$ cat src/shared/adc_ctrl_pkg.sv
// Constants, types and field layout for the dual converter serial control block.
// Assumes a single system clock; every converter pin is sampled by the block itself.
// Operation
// Capture serial configuration input on falling clock edges after the read strobe; 12 bits.
// Host sends each configuration word most significant bit first, one bit per clock.
// Configuration word holds all zeros after power-up until written.
// Word from bit 11: channel, update pair, deep, nap, auto-nap, ref off, dual read, command.
// Channel code 00, 01, 10, 11 selects the four documented input pairings.
// Power-down, reference and dual-read settings change only when the update pair is 01.
// Host never writes update pair value 10; reserved for factory test.
// An updated power-down bit of one enters that power-down mode.
// Reference-off bit of one turns the internal reference off.
// Dual-read bit of one enables the special read in single-lane modes.
// Command 001 makes next access a DAC write; 011 a DAC read; others idle.
// Command 101 performs a software reset to default state.
// New settings take effect on the rising edge of the twelfth clock.
// DAC register ignores bits 11 and 10, holds the code below; resets to 3FF.
// Host should avoid DAC codes giving outputs below half a volt.
// Output data becomes valid from the third falling clock edge after the strobe.
// Results are 12-bit two's complement, 7FF top, 800 bottom.
// The same result may be read repeatedly until a new conversion trigger.
// Channel-mode pin high advances channel after each conversion, ignoring select bits.
// Lane-mode pin low gives one output per converter; high uses the first only.
// Host may tie conversion trigger and read strobe together or drive them apart.
// Power-on reset puts the device into its default mode.
// Word after a 001 command: two ignored bits, then the ten-bit DAC code.
// Read after a 011 command sends four zeros, DAC code, two zeros on first output.
// Dual-lane manual frame is two zeros, 12-bit result MSB first, two zeros.
// The twelve falling edges right after the strobe are the word's bit slots.
package adc_ctrl_pkg;

  localparam int unsigned CFG_W       = 12;
  localparam int unsigned RES_W       = 12;
  localparam int unsigned DAC_W       = 10;
  localparam int unsigned SLOT_W      = 16;
  localparam int unsigned FRAME_W     = 32;
  localparam int unsigned CNT_W       = 6;

  // Configuration word fields
  localparam int unsigned CHAN_HI     = 11;
  localparam int unsigned CHAN_LO     = 10;
  localparam int unsigned UPD_HI      = 9;
  localparam int unsigned UPD_LO      = 8;
  localparam int unsigned DEEP_BIT    = 7;
  localparam int unsigned NAP_BIT     = 6;
  localparam int unsigned ANAP_BIT    = 5;
  localparam int unsigned REFOFF_BIT  = 4;
  localparam int unsigned DUAL_BIT    = 3;
  localparam int unsigned CMD_HI      = 2;
  localparam int unsigned CMD_LO      = 0;

  localparam logic [1:0]       UPDATE_CODE   = 2'h1;
  localparam logic [2:0]       CMD_DAC_WRITE = 3'h1;
  localparam logic [2:0]       CMD_DAC_READ  = 3'h3;
  localparam logic [2:0]       CMD_SOFT_RST  = 3'h5;
  localparam logic [CFG_W-1:0] CFG_RESET     = 12'h000;
  localparam logic [DAC_W-1:0] DAC_RESET     = 10'h3FF;
  localparam logic [1:0]       CHAN_PAIR0    = 2'h0;
  localparam logic [1:0]       CHAN_PAIR1    = 2'h3;

  localparam logic [CNT_W-1:0] LAST_CFG_EDGE = 6'h0C;
  localparam logic [CNT_W-1:0] LEN_SHORT     = 6'h10;
  localparam logic [CNT_W-1:0] LEN_LONG      = 6'h20;

  typedef enum logic [1:0] {AUX_NONE, AUX_DAC_WRITE, AUX_DAC_READ} aux_type;
  typedef enum logic {FRAME_IDLE, FRAME_ACTIVE} frame_state_type;

  typedef struct packed {
    logic deep_sleep_en;
    logic nap_en;
    logic auto_nap_en;
    logic ref_off;
    logic dual_result_read;
  } feature_type;

  localparam feature_type FEATURE_RESET = '0;

endpackage : adc_ctrl_pkg

$ cat src/logic/dual_adc_serial_control.sv
// Serial configuration and result readout for a dual simultaneous-sampling converter.
// Assumes the converter clock, strobes and mode pins arrive asynchronously as pins,
// and the analog core hands back both results with a one-cycle done pulse on clk.
`timescale 1ns/1ps
`default_nettype none

module dual_adc_serial_control
  import adc_ctrl_pkg::*;
(
  input  wire logic             clk,
  input  wire logic             reset_n,
  input  wire logic             adc_clock_pin,
  input  wire logic             read_strobe,
  input  wire logic             conversion_trigger,
  input  wire logic             serial_config_in,
  input  wire logic             auto_chan_pin,
  input  wire logic             single_lane_pin,
  input  wire logic [RES_W-1:0] result_a,
  input  wire logic [RES_W-1:0] result_b,
  input  wire logic             result_done,
  output logic                  conv_start,
  output logic      [1:0]       chan_select,
  output feature_type           features,
  output logic      [DAC_W-1:0] dac_code,
  output logic      [CFG_W-1:0] control_word,
  output logic                  serial_out_first,
  output logic                  serial_out_first_oe,
  output logic                  serial_out_second,
  output logic                  serial_out_second_oe
);

  localparam int unsigned PINS = 6;

  logic                   rst_meta_r;
  logic                   rst_n_r;
  logic [PINS-1:0]        pin_meta_r;
  logic [PINS-1:0]        pin_sync_r;
  logic                   clk_prev_r;
  logic                   trig_prev_r;
  logic                   ck_s;
  logic                   rd_s;
  logic                   trig_s;
  logic                   sdi_s;
  logic                   auto_s;
  logic                   single_s;
  logic                   ck_fall;
  logic                   ck_rise;
  logic                   trig_rise;

  frame_state_type        frame_state_r;
  logic [CNT_W-1:0]       edge_cnt_r;
  logic [CNT_W-1:0]       frame_len_r;
  logic                   frame_start;
  logic                   frame_edge;
  aux_type                aux_pend_r;
  aux_type                frame_aux_r;

  logic [CFG_W-1:0]       cfg_shift_r;
  logic                   apply_pend_r;
  logic                   apply;
  logic                   soft_rst;

  logic [CFG_W-1:0]       control_word_r;
  feature_type            features_r;
  logic [DAC_W-1:0]       dac_r;

  logic [RES_W-1:0]       res_a_r;
  logic [RES_W-1:0]       res_b_r;
  logic                   conv_chan_r;
  logic                   res_chan_r;
  logic                   auto_chan_r;
  logic                   ab_sel_r;
  logic                   conv_start_r;

  logic [FRAME_W-1:0]     shift_first_r;
  logic [SLOT_W-1:0]      shift_second_r;
  logic                   out_first_r;
  logic                   out_second_r;
  logic [FRAME_W-1:0]     first_nxt;
  logic [SLOT_W-1:0]      second_nxt;
  logic [CNT_W-1:0]       len_nxt;
  logic                   chan_ind;

  // Builds one sixteen-slot lane frame: two header slots, result, two trailing zeros
  function automatic logic [SLOT_W-1:0] slot_frame(input logic [1:0] head, input logic [RES_W-1:0] data);
    slot_frame = {head, data, 2'h0};
  endfunction : slot_frame

  // Reset release through two flops
  always_ff @(posedge clk or negedge reset_n) begin
    if (!reset_n) begin
      rst_meta_r <= 1'b0;
      rst_n_r    <= 1'b0;
    end else begin
      rst_meta_r <= 1'b1;
      rst_n_r    <= rst_meta_r;
    end
  end

  // Pin synchronisers
  always_ff @(posedge clk or negedge rst_n_r) begin
    if (!rst_n_r) begin
      pin_meta_r <= '0;
      pin_sync_r <= '0;
    end else begin
      pin_meta_r <= {single_lane_pin, auto_chan_pin, serial_config_in, conversion_trigger,
                     read_strobe, adc_clock_pin};
      pin_sync_r <= pin_meta_r;
    end
  end

  assign ck_s     = pin_sync_r[0];
  assign rd_s     = pin_sync_r[1];
  assign trig_s   = pin_sync_r[2];
  assign sdi_s    = pin_sync_r[3];
  assign auto_s   = pin_sync_r[4];
  assign single_s = pin_sync_r[5];

  always_ff @(posedge clk or negedge rst_n_r) begin
    if (!rst_n_r) begin
      clk_prev_r  <= 1'b0;
      trig_prev_r <= 1'b0;
    end else begin
      clk_prev_r  <= ck_s;
      trig_prev_r <= trig_s;
    end
  end

  assign ck_fall   = clk_prev_r & ~ck_s;
  assign ck_rise   = ~clk_prev_r & ck_s;
  assign trig_rise = ~trig_prev_r & trig_s;

  // A strobe seen at a falling edge opens a frame; a new one may open on the edge after the last slot
  assign frame_start = ck_fall & rd_s &
                       ((frame_state_r == FRAME_IDLE) || (edge_cnt_r == frame_len_r));
  assign frame_edge  = ck_fall & (frame_state_r == FRAME_ACTIVE) & (edge_cnt_r != frame_len_r);

  always_ff @(posedge clk or negedge rst_n_r) begin
    if (!rst_n_r) begin
      frame_state_r <= FRAME_IDLE;
      edge_cnt_r    <= '0;
      frame_len_r   <= LEN_SHORT;
    end else if (frame_start) begin
      frame_state_r <= FRAME_ACTIVE;
      edge_cnt_r    <= '0;
      frame_len_r   <= len_nxt;
    end else if (frame_edge) begin
      edge_cnt_r <= edge_cnt_r + 1'b1;
    end else if (ck_fall && (edge_cnt_r == frame_len_r)) begin
      frame_state_r <= FRAME_IDLE;
    end
  end

  // Word capture in the twelve falling-edge slots after the strobe
  always_ff @(posedge clk or negedge rst_n_r) begin
    if (!rst_n_r) begin
      cfg_shift_r  <= CFG_RESET;
      apply_pend_r <= 1'b0;
    end else begin
      if (frame_edge && (edge_cnt_r < LAST_CFG_EDGE)) begin
        cfg_shift_r <= {cfg_shift_r[CFG_W-2:0], sdi_s};
      end
      if (frame_edge && (edge_cnt_r == LAST_CFG_EDGE - 1'b1)) begin
        apply_pend_r <= 1'b1;
      end else if (ck_rise) begin
        apply_pend_r <= 1'b0;
      end
    end
  end

  // Settings land on the rising edge that ends the twelfth clock
  assign apply    = apply_pend_r & ck_rise;
  assign soft_rst = apply & (frame_aux_r == AUX_NONE) &
                    (cfg_shift_r[CMD_HI:CMD_LO] == CMD_SOFT_RST);

  // Configuration word; DAC access frames leave it untouched
  always_ff @(posedge clk or negedge rst_n_r) begin
    if (!rst_n_r) begin
      control_word_r <= CFG_RESET;
    end else if (soft_rst) begin
      control_word_r <= CFG_RESET;
    end else if (apply && (frame_aux_r == AUX_NONE)) begin
      control_word_r <= cfg_shift_r;
    end
  end

  // Feature settings
  always_ff @(posedge clk or negedge rst_n_r) begin
    if (!rst_n_r) begin
      features_r <= FEATURE_RESET;
    end else if (soft_rst) begin
      features_r <= FEATURE_RESET;
    end else if (apply && (frame_aux_r == AUX_NONE) &&
                 (cfg_shift_r[UPD_HI:UPD_LO] == UPDATE_CODE)) begin
      features_r.deep_sleep_en    <= cfg_shift_r[DEEP_BIT];
      features_r.nap_en           <= cfg_shift_r[NAP_BIT];
      features_r.auto_nap_en      <= cfg_shift_r[ANAP_BIT];
      features_r.ref_off          <= cfg_shift_r[REFOFF_BIT];
      features_r.dual_result_read <= cfg_shift_r[DUAL_BIT];
    end
  end

  // Reference DAC register; upper two bits of the word are dropped
  always_ff @(posedge clk or negedge rst_n_r) begin
    if (!rst_n_r) begin
      dac_r <= DAC_RESET;
    end else if (soft_rst) begin
      dac_r <= DAC_RESET;
    end else if (apply && (frame_aux_r == AUX_DAC_WRITE)) begin
      dac_r <= cfg_shift_r[DAC_W-1:0];
    end
  end

  // Pending command for the next access and the kind of the running frame
  always_ff @(posedge clk or negedge rst_n_r) begin
    if (!rst_n_r) begin
      aux_pend_r  <= AUX_NONE;
      frame_aux_r <= AUX_NONE;
    end else begin
      if (frame_start) begin
        frame_aux_r <= aux_pend_r;
      end
      if (frame_start) begin
        aux_pend_r <= AUX_NONE;
      end else if (soft_rst) begin
        aux_pend_r <= AUX_NONE;
      end else if (apply && (frame_aux_r == AUX_NONE)) begin
        unique case (cfg_shift_r[CMD_HI:CMD_LO])
          CMD_DAC_WRITE: aux_pend_r <= AUX_DAC_WRITE;
          CMD_DAC_READ:  aux_pend_r <= AUX_DAC_READ;
          default:       aux_pend_r <= AUX_NONE;
        endcase
      end
    end
  end

  // Conversion start, channel steering and result hold
  always_ff @(posedge clk or negedge rst_n_r) begin
    if (!rst_n_r) begin
      conv_start_r <= 1'b0;
      conv_chan_r  <= 1'b0;
    end else begin
      conv_start_r <= trig_rise;
      if (trig_rise) begin
        conv_chan_r <= chan_select[CHAN_HI-CHAN_LO];
      end
    end
  end

  always_ff @(posedge clk or negedge rst_n_r) begin
    if (!rst_n_r) begin
      auto_chan_r <= 1'b0;
    end else if (soft_rst) begin
      auto_chan_r <= 1'b0;
    end else if (result_done && auto_s) begin
      auto_chan_r <= ~auto_chan_r;
    end
  end

  always_ff @(posedge clk or negedge rst_n_r) begin
    if (!rst_n_r) begin
      res_a_r    <= '0;
      res_b_r    <= '0;
      res_chan_r <= 1'b0;
    end else if (result_done) begin
      res_a_r    <= result_a;
      res_b_r    <= result_b;
      res_chan_r <= conv_chan_r;
    end
  end

  // Single-lane reads alternate between converters until a fresh result arrives
  always_ff @(posedge clk or negedge rst_n_r) begin
    if (!rst_n_r) begin
      ab_sel_r <= 1'b0;
    end else if (result_done) begin
      ab_sel_r <= 1'b0;
    end else if (frame_start && single_s && !features_r.dual_result_read &&
                 (aux_pend_r != AUX_DAC_READ)) begin
      ab_sel_r <= ~ab_sel_r;
    end
  end

  assign chan_select = auto_s ? (auto_chan_r ? CHAN_PAIR1 : CHAN_PAIR0)
                              : control_word_r[CHAN_HI:CHAN_LO];
  assign chan_ind    = auto_s & res_chan_r;

  // Frame contents chosen at the strobe
  always_comb begin
    first_nxt  = '0;
    second_nxt = slot_frame({chan_ind, 1'b0}, res_b_r);
    len_nxt    = LEN_SHORT;
    if (aux_pend_r == AUX_DAC_READ) begin
      first_nxt[FRAME_W-1 -: SLOT_W] = {4'h0, dac_r, 2'h0};
    end else if (single_s && features_r.dual_result_read) begin
      first_nxt = {slot_frame({chan_ind, 1'b0}, res_a_r),
                   slot_frame({chan_ind, 1'b1}, res_b_r)};
      len_nxt   = LEN_LONG;
    end else if (single_s) begin
      first_nxt[FRAME_W-1 -: SLOT_W] = slot_frame({chan_ind, ab_sel_r},
                                                  ab_sel_r ? res_b_r : res_a_r);
    end else begin
      first_nxt[FRAME_W-1 -: SLOT_W] = slot_frame({chan_ind, 1'b0}, res_a_r);
    end
  end

  // Output lanes: each falling edge drives the next slot, first data at the third edge
  always_ff @(posedge clk or negedge rst_n_r) begin
    if (!rst_n_r) begin
      shift_first_r  <= '0;
      shift_second_r <= '0;
      out_first_r    <= 1'b0;
      out_second_r   <= 1'b0;
    end else begin
      if (frame_edge) begin
        out_first_r  <= shift_first_r[FRAME_W-1];
        out_second_r <= shift_second_r[SLOT_W-1];
      end else if (ck_fall) begin
        out_first_r  <= 1'b0;
        out_second_r <= 1'b0;
      end
      if (frame_start) begin
        shift_first_r  <= first_nxt;
        shift_second_r <= second_nxt;
      end else if (frame_edge) begin
        shift_first_r  <= {shift_first_r[FRAME_W-2:0], 1'b0};
        shift_second_r <= {shift_second_r[SLOT_W-2:0], 1'b0};
      end
    end
  end

  assign conv_start           = conv_start_r;
  assign features             = features_r;
  assign dac_code             = dac_r;
  assign control_word         = control_word_r;
  assign serial_out_first     = out_first_r;
  assign serial_out_first_oe  = rst_n_r;
  assign serial_out_second    = out_second_r;
  assign serial_out_second_oe = rst_n_r & ~single_s;

endmodule : dual_adc_serial_control

`default_nettype wire

$ cat config.mk
export PLATFORM = sky130hd
export DESIGN_NAME = dual_adc_serial_control
export DESIGN_NICKNAME = d
export VERILOG_FILES = /design/src/shared/adc_ctrl_pkg.sv /design/src/logic/dual_adc_serial_control.sv
export SDC_FILE = /design/constraint.sdc
export NUM_CORES = 1
export LEC_CHECK = 0
export BUFFER_PORTS_ARGS = -buffer_cell sky130_fd_sc_hd__buf_2
export CAP_MARGIN = 15
export CELL_PAD_IN_SITES_DETAIL_PLACEMENT = 0
export CELL_PAD_IN_SITES_GLOBAL_PLACEMENT = 1
export CORE_MARGIN = 1.5
export CORE_UTILIZATION = 47
export CTS_CLUSTER_DIAMETER = 100
export CTS_CLUSTER_SIZE = 28
export DETAILED_ROUTE_END_ITERATION = 8
export PLACE_DENSITY = 0.85
export SYNTH_ARGS = -nofsm -noshare
export SYNTH_HDL_FRONTEND = slang
export SYNTH_SLANG_ARGS = --single-unit
$ cat constraint.sdc
create_clock -name clk -period 7.23 [get_ports clk]
set_clock_uncertainty 0.1 [all_clocks]
set_input_delay 1.0845 -clock clk [delete_from_list [all_inputs] [get_ports clk]]
set_output_delay 1.0845 -clock clk [all_outputs]
set_load 0.05 [all_outputs]
## Word level (Yosys, flattened, before mapping)

Cells that the tools add are included.

| word-level totals | value |
|---|---|
| word-level logic and storage cells | 126 |
| bits of input ports | 33 |
| output and inout port bits | 34 |
| register bits | 152 |

| cells by class | value |
|---|---|
| $lt $le $gt $ge | 1 |
| reductions and logical operators | 25 |
| add/sub/neg operators | 1 |
| multiplexer cells | 38 |
| bitwise logic cells | 19 |
| equal/unequal tests | 11 |

Operator list:

| cell | count |
|---|---|
| $mux 16 | 5 |
| $mux 32 | 2 |
| $mux 12 | 3 |
| $mux 15 | 2 |
| $mux 6 | 4 |
| $mux 10 | 2 |
| $reduce_bool 2->1 | 9 |
| $and 1x1->1 | 12 |
| $mux 1 | 12 |
| $logic_and 1x1->1 | 11 |
| $mux 2 | 5 |
| $mux 5 | 2 |
| $not 1->1 | 7 |
| $add 6x1->6 const B | 1 |
| $eq 6x4->1 const B | 1 |
| $eq 6x6->1 | 1 |
| $lt 6x4->1 const B | 1 |
| $ne 6x6->1 | 1 |
| $eq 2x1->1 const B | 2 |
| $ne 2x2->1 const B | 2 |
| $pmux 2 s2 | 1 |
| $eq 3x1->1 const B | 1 |
| $eq 3x2->1 const B | 1 |
| $eq 3x3->1 const B | 1 |
| 6 further kinds | 6 |

## Logic depth before layout (Yosys ltp)

Gate-level depths: netlist of the first run.

| logic depth | value |
|---|---|
| word-level depth | 9 |
| mapped depth | 8 |

## Worst setup path before layout of the first run

Ideal clock, no wire load.

| path | value |
|---|---|
| path kind | reg-to-output |
| start | reg rst_n_r (netlist: serial_out_first_oe) |
| end | out serial_out_second_oe |
| cell stages (with the launch flop) | 2 |
| slack | 1.455 ns |
| arrival time | 4.590 ns |
| cell sequence | dfrtp_1 nor2b_1 |

| between the ends | value |
|---|---|
| word-level cells in the longest chain between the ends | 1 |

Ends and longest elaborated chain:

| item | line | RTL |
|---|---|---|
| start, declared | dual_adc_serial_control.sv:35 | `logic rst_n_r;` |
| start signal, assigned | dual_adc_serial_control.sv:96 | `rst_n_r <= rst_meta_r;` |
| $and 1x1->1 | dual_adc_serial_control.sv:339 | `assign serial_out_second_oe = rst_n_r & ~single_s;` |
| end, declared | dual_adc_serial_control.sv:29 | `output logic serial_out_second_oe` |

Every way passes these cells.

## Final worst setup path of the first run

Same ends and word-level chain as after synthesis.

==> results of run 1 <==
[worst register-to-register path: stages (launching register included)]
cell,delay [ns]
dfrtp_1,0.44
nor2b_1,0.66
nand2_1,0.62
nor2_2,0.95
mux2_2,0.44
[placed cells by master, fill, tap and decap left out, types with 2 or more instances in the layout]
master and count:
nor4b_2 2, o211ai_1 5, a221oi_1 17, clkinv_2 4, mux2i_1 20, a2111oi_0 10
clkbuf_16 17, a221o_1 15, a22o_1 4, mux2_2 32, a21oi_1 7, nand4b_1 3
nand2b_1 4, inv_6 2, buf_2 66, ha_1 2, clkinv_4 2, nor2b_1 4
xnor2_1 4, nand3_1 18, nor2_1 40, buf_4 4, dfstp_2 11, nand2_1 77
o21ai_0 22, inv_1 27, mux2_4 10, bufinv_16 3, and3_1 4, nor4_1 2
nor3_1 10, clkinvlp_4 2, dfrtp_1 132
[kinds of logic (layout without fill, tap and decap cells)]
logic type,Yosys count,after routing,synth area share [%]
AO/OA/AOI/OAI,90,90,11.59
XOR/XNOR,5,5,0.7080
adder cells (fa/ha/maj),2,2,0.4045
buffers and inverters,58,129,3.884
flip-flops,144,144,58.49
multiplexers,62,62,11.49
other,1,1,0.06063
AND/OR/NAND/NOR,175,175,13.37
[routing by layer]
metal	GRT usage, %	wire length (um)	vias up
met4	7.165	203	0
met1	28.33	6234	2234
met3	5.572	600	18
met5	0	0	-
met2	33.63	6822	110
li1	-	-	2020
[synth_stat cells, types with 2 or more instances]
cell,count
dfrtp_1,133
nand2_1,77
nor2_1,40
mux2_2,32
inv_1,27
o21ai_0,22
mux2i_1,20
clkbuf_1,18
nand3_1,18
a221oi_1,17
a221o_1,15
buf_2,12
dfstp_2,11
a2111oi_0,10
mux2_4,10
nor3_1,10
a21oi_1,7
o211ai_1,5
a22o_1,4
and3_1,4
nand2b_1,4
nor2b_1,4
xnor2_1,4
nand4b_1,3
ha_1,2
nor4_1,2
nor4b_2,2
[area by class of cell]
class	count	area, sq um
clock buffer	19	442.9
clock inverter	13	160.2
fill	1106	5494
inverter	27	101.3
multi-input combinational	335	2327
sequential	144	3621
tap	172	215.2
timing repair buffer	70	360.3
[metrics by stage]
stage	utilization (%)	power, mW
after global placement	52.08	1.505
final	56.82	2.413
after floorplan	-	1.416
after CTS	56.82	2.424
after detailed placement	52.08	1.526
after global routing	56.82	2.526
[where the power goes]
| group | total (mW) | switching [mW] | internal [mW] |
|---|---|---|---|
| clock network | 0.896 | 0.344 | 0.552 |
| registers | 1.14 | 0.153 | 0.983 |
| logic | 0.381 | 0.189 | 0.192 |
| total | 2.41 | 0.686 | 1.73 |
[sequential cells by signal, indices dropped and copies added (netlist names), 2 cells and up]
signal          flops
frame_aux_r         2
shift_second_r     14
cfg_shift_r        12
res_b_r            12
res_a_r            12
edge_cnt_r          6
features            5
aux_pend_r          2
pin_meta_r          6
pin_sync_r          6
dac_code           10
control_word       12
shift_first_r      30
frame_len_r         2
[how the worst max path moves through the flow]
| stage | from | endpoint | slack [ns] | depth (start not counted) |
|---|---|---|---|---|
| 2_1_floorplan | serial_out_first_oe | serial_out_second_oe | 1.46 | 1 |
| 3_3_place_gp | pin_sync_r[0] | frame_aux_r[0] | 4.10 | 4 |
| 3_5_place_dp | clk_prev_r | frame_aux_r[0] | 3.98 | 4 |
| 4_1_cts | serial_out_first_oe | serial_out_second_oe | 3.80 | 3 |
| 5_1_grt | pin_sync_r[0] | frame_aux_r[0] | 3.61 | 4 |
| 6_report | serial_out_first_oe | serial_out_second_oe | 3.89 | 3 |
==> impl_metrics.toml, run 1 <==
[status]
status = "finished, final reports clean"

[global_route]
grt_first_pass_wirelength_um = 23140
grt.total_usage_pct = 21.17
overflow = 0
antenna_found_initial = 0
grt_max_degree = 64
grt_pass1_vias = 4439

[yosys]
yosysWarnings = 0
synth_cells = 537
yosysSeqAreaShare_pct = 58.49
syn_area_per_cell_sq_um = 11.52
synth_ff_type = "dfrtp_1"
syn-num-nets = 572
synth_edf_count = 0
netlist_area_sq_um = 6185
yosys_register_bits = 144
synth.top_cell.area_share_pct = 53.81
synth_top_cell_by_area = "dfrtp_1"
ys_top_cells_by_area = "dfrtp_1, mux2_2, dfstp_2"
synthArstFlopShare_pct = 100.0
ys_types = 51

[place]
dp_slack_ns = 3.982
io_buffers = 66
post_dp_cell_area_sq_um = 6625
dpl.cell_count = 748
dp_hpwl_um = 9226
place_congestion = 0.7772

[worst_setup_path]
timing.rr.start = "pin_sync_r[0]"
r2r-end = "frame_aux_r[0]"
worstPathRequired_ns = 6.05
critPathCaptureType = "output pin"
crit_family = "buffers and inverters"
reg2reg_setup_slack_ns = 3.91
path_max_fanout = 58
start_kind = "register"
worst_path_max_delay_cell = "dfrtp_4"
arrival_ns = 2.16
timing_worst_setup_path_type = "reg -> out"
slowest_delay_ns = 0.62
cp_num_buf_inv = 2
cp_cell_sequence = "buf_4, nor2b_1, buf_2"
worstRegToRegCells = 4

[final_layout]
drive_gt1_share_pct = 26.81
syn_to_final_growth_pct = 16.87
diodes = 0
final_area_sq_um = 7228
fin_cells = 780
fin_nets = 630

[run]
maxCapViolations = 0

[clock_network]
cts_resized = 0
post_cts_buffers = 0
htreeDepth = 4
clk_latency_ns = 0.42
clk_pin_slew_worst_paths_ns = 0.06
cts_tree = "done"
cts-root-buf = "clkbuf_16"
clock_path_buffers = 2
cts_buffers = 17
clock_sinks = 144
postCtsHoldBufs = 0

[floorplan]
start_util_pct = 48.61
dieHeight_um = 117.7
die_area_sq_um = 13860
rows = 41
io_pins = 67
die_w_um = 117.7
core_sq_um = 12720

[detailed_routing]
first_pass_iters = 7
ant_nets = 0
route.detailed.drc = 0
wl_um = 13860
vias = 4382
viasPerCell = 5.618
drt_iter0_markers = 256
wl_per_cell_um = 17.77

[timing]
fmax_mhz = 299.2
hold-worst-slack_ns = 0.1169
setup-tns-final_ns = 0
fin_crit_ns = 3.342
rsz0062_at_grt = "no"
max_slew_margin_pct = 25.36
tightest_slew_ns = 1.120
setup_viol = 0
final_max_slew_viol_count = 0
setup_ws_ns = 3.888
hold_violations = 0
finalCritPeriodShare_pct = 46.23

[pwr]
power.density_nw_per_um2 = 333.8
leakagePower_nw = 3.442
peakVddDrop_mv = 0.1655

[worst_hold_path]
min_path_type = "reg -> async"
(Power assumes the default switching activity.)
==> run 2, diff against run 1 <==
Settings changed: CORE_UTILIZATION 47 to 42, PLACE_DENSITY 0.85 to 0.81.
Clock period 7.23 ns to 2.9 ns, I/O delays scaled along.
==> run 2 against run 1 <==
Sequential share of layout area is 1.0 points lower. Largest cell class unchanged. Via count is 1.1% higher. Combinational power grew to 2.6 times the previous value. Critical path depth is 4 higher.
==> impl_metrics.toml, run 2 (same netlist as run 1, synthesis figures left out) <==
[detailed_routing]
viasPerCell = 5.484
wl_um = 14250
first_pass_iters = 5
ant_nets = 0
vias = 4431
wl_per_cell_um = 17.63
route.detailed.drc = 0
drt_iter0_markers = 310

[global_route]
grt_util_met2_pct = 29.41
met3_usage_pct = 4.424
grt_max_degree = 90
grt-busiest-layer = "met2"
overflow = 0
antenna_found_initial = 1
grt_first_pass_wirelength_um = 23570
grt.total_usage_pct = 19.38
gr-usage-met1_pct = 26.72
grt_pass1_vias = 4392

[clock_network]
cts_resized = 0
cts-root-buf = "clkbuf_16"
clk_latency_ns = 0.43
post_cts_buffers = 0
clock_sinks = 144
cts_tree = "done"
clk_pin_slew_worst_paths_ns = 0.06
cts_buffers = 17
postCtsHoldBufs = 4
htreeDepth = 4
clock_path_buffers = 2

[pwr]
power.density_nw_per_um2 = 810.9
leakagePower_nw = 3.514
peakVddDrop_mv = 0.4160

[floorplan]
start_util_pct = 42.72
io_pins = 67
dieHeight_um = 124.4
die_w_um = 124.4
core_sq_um = 14480
rows = 44
die_area_sq_um = 15460

[timing]
final_max_slew_viol_count = 0
tightest_slew_ns = 0.8461
setup_viol = 0
fin_crit_ns = 2.304
finalCritPeriodShare_pct = 79.44
fmax_mhz = 434.1
rsz0062_at_grt = "no"
hold_violations = 0
max_slew_margin_pct = 43.00
setup-tns-final_ns = 0

[final_layout]
diodes = 0
largestRegisters = "shift_first_r (30), shift_second_r (14)"
largest_register_ffs = 30
fin_nets = 646
layout_commonest_cell = "dfrtp_1"
register_area_sq_um = 3621
final_util_pct = 50.96
layout_common_cells = "dfrtp_1, nand2_1, buf_2, nor2_1, mux2_2"
drive_gt1_share_pct = 28.21
multiInputGateArea_sq_um = 2327
syn_to_final_growth_pct = 19.30
nFillCells = 1262
regMostFlops = "shift_first_r"

[worst_setup_path]
path_max_fanout = 15
arrival_ns = 2.56
cp_cell_sequence = "inv_1, ha_1, nor3b_4, a31oi_4, nor2_2, buf_4, mux2i_1"
start_kind = "register"
slowest_delay_ns = 0.47
timing_worst_setup_path_type = "reg -> reg"
critPathCaptureType = "register"
worstPathRequired_ns = 3.15
worst_path_max_delay_cell = "nor2_2"

[status]
status = "finished, final reports clean"

[place]
dp_hpwl_um = 9698
io_buffers = 66
place_congestion = 0.8419

[run]
maxCapViolations = 0

[worst_hold_path]
min_path_type = "in -> reg"
==> run 2: changes by cell type in the layout (fill, tap and decap cells not counted), sizes merged <==
cell and delta:
buf +12, clkbuf -2, dlygate4sd3 +4, bufinv -1
clkinv +2, inv +1
==> run 2: critical path, delay by kind of cell, from the launching register on <==
family	cells	cell delay, ns
compound gates	1	0.17
fa+ha+maj	1	0.14
buf+inv	2	0.41
flops	1	0.42
mux	1	0.21
simple gates	2	0.78
==> run 2: cell type report <==
cell class	count	area share, %
clock buffers	17	5.766
clock inverters	15	2.205
inverters	27	1.374
multi-input cells	335	31.54
flip-flops and latches	144	49.08
well taps	184	3.120
repair buffers	86	6.919
==> run 2: power by group <==
part / switching, mW / internal (mW)
combinational: 0.486 / 0.495
clock: 0.888 / 1.28
sequential: 0.388 / 2.45
total: 1.76 / 4.22
==> run 2: path summary, 6_finish.rpt <==
kind	start	slack, ns	to	depth (start not counted)
hold reg to reg	rst_meta_r	0.25	serial_out_first_oe	0
max in group asynchronous	serial_out_first_oe	1.65	dac_code[0]	2
hold / removal	read_strobe	0.02	pin_meta_r[1]	1
min in group asynchronous	reset_n	0.22	serial_out_first_oe	2
setup reg to reg	edge_cnt_r[0]	0.60	shift_second_r[7]	7
setup / recovery	edge_cnt_r[0]	0.60	shift_second_r[7]	7
==> run 2: stage by stage <==
step	instance area (sq um)	cells	worst slack (ns)	hold WS (ns)	total power, mW
after floorplan	6188	537	0.06992	0.03941	3.528
after global placement	6723	771	0.6881	0.1227	3.782
after detailed placement	6723	771	0.6253	0.1244	3.833
after CTS	7351	807	0.5937	0.002156	6.012
after global routing	7378	808	0.4788	0.002519	6.258
final	7378	808	0.5963	0.01700	5.983
==> run 2: layer usage <==
layer	routed length, um	vias up
met3	684	20
met2	6717	125
met1	6534	2226
li1	-	2060
met4	311	0
met5	0	-
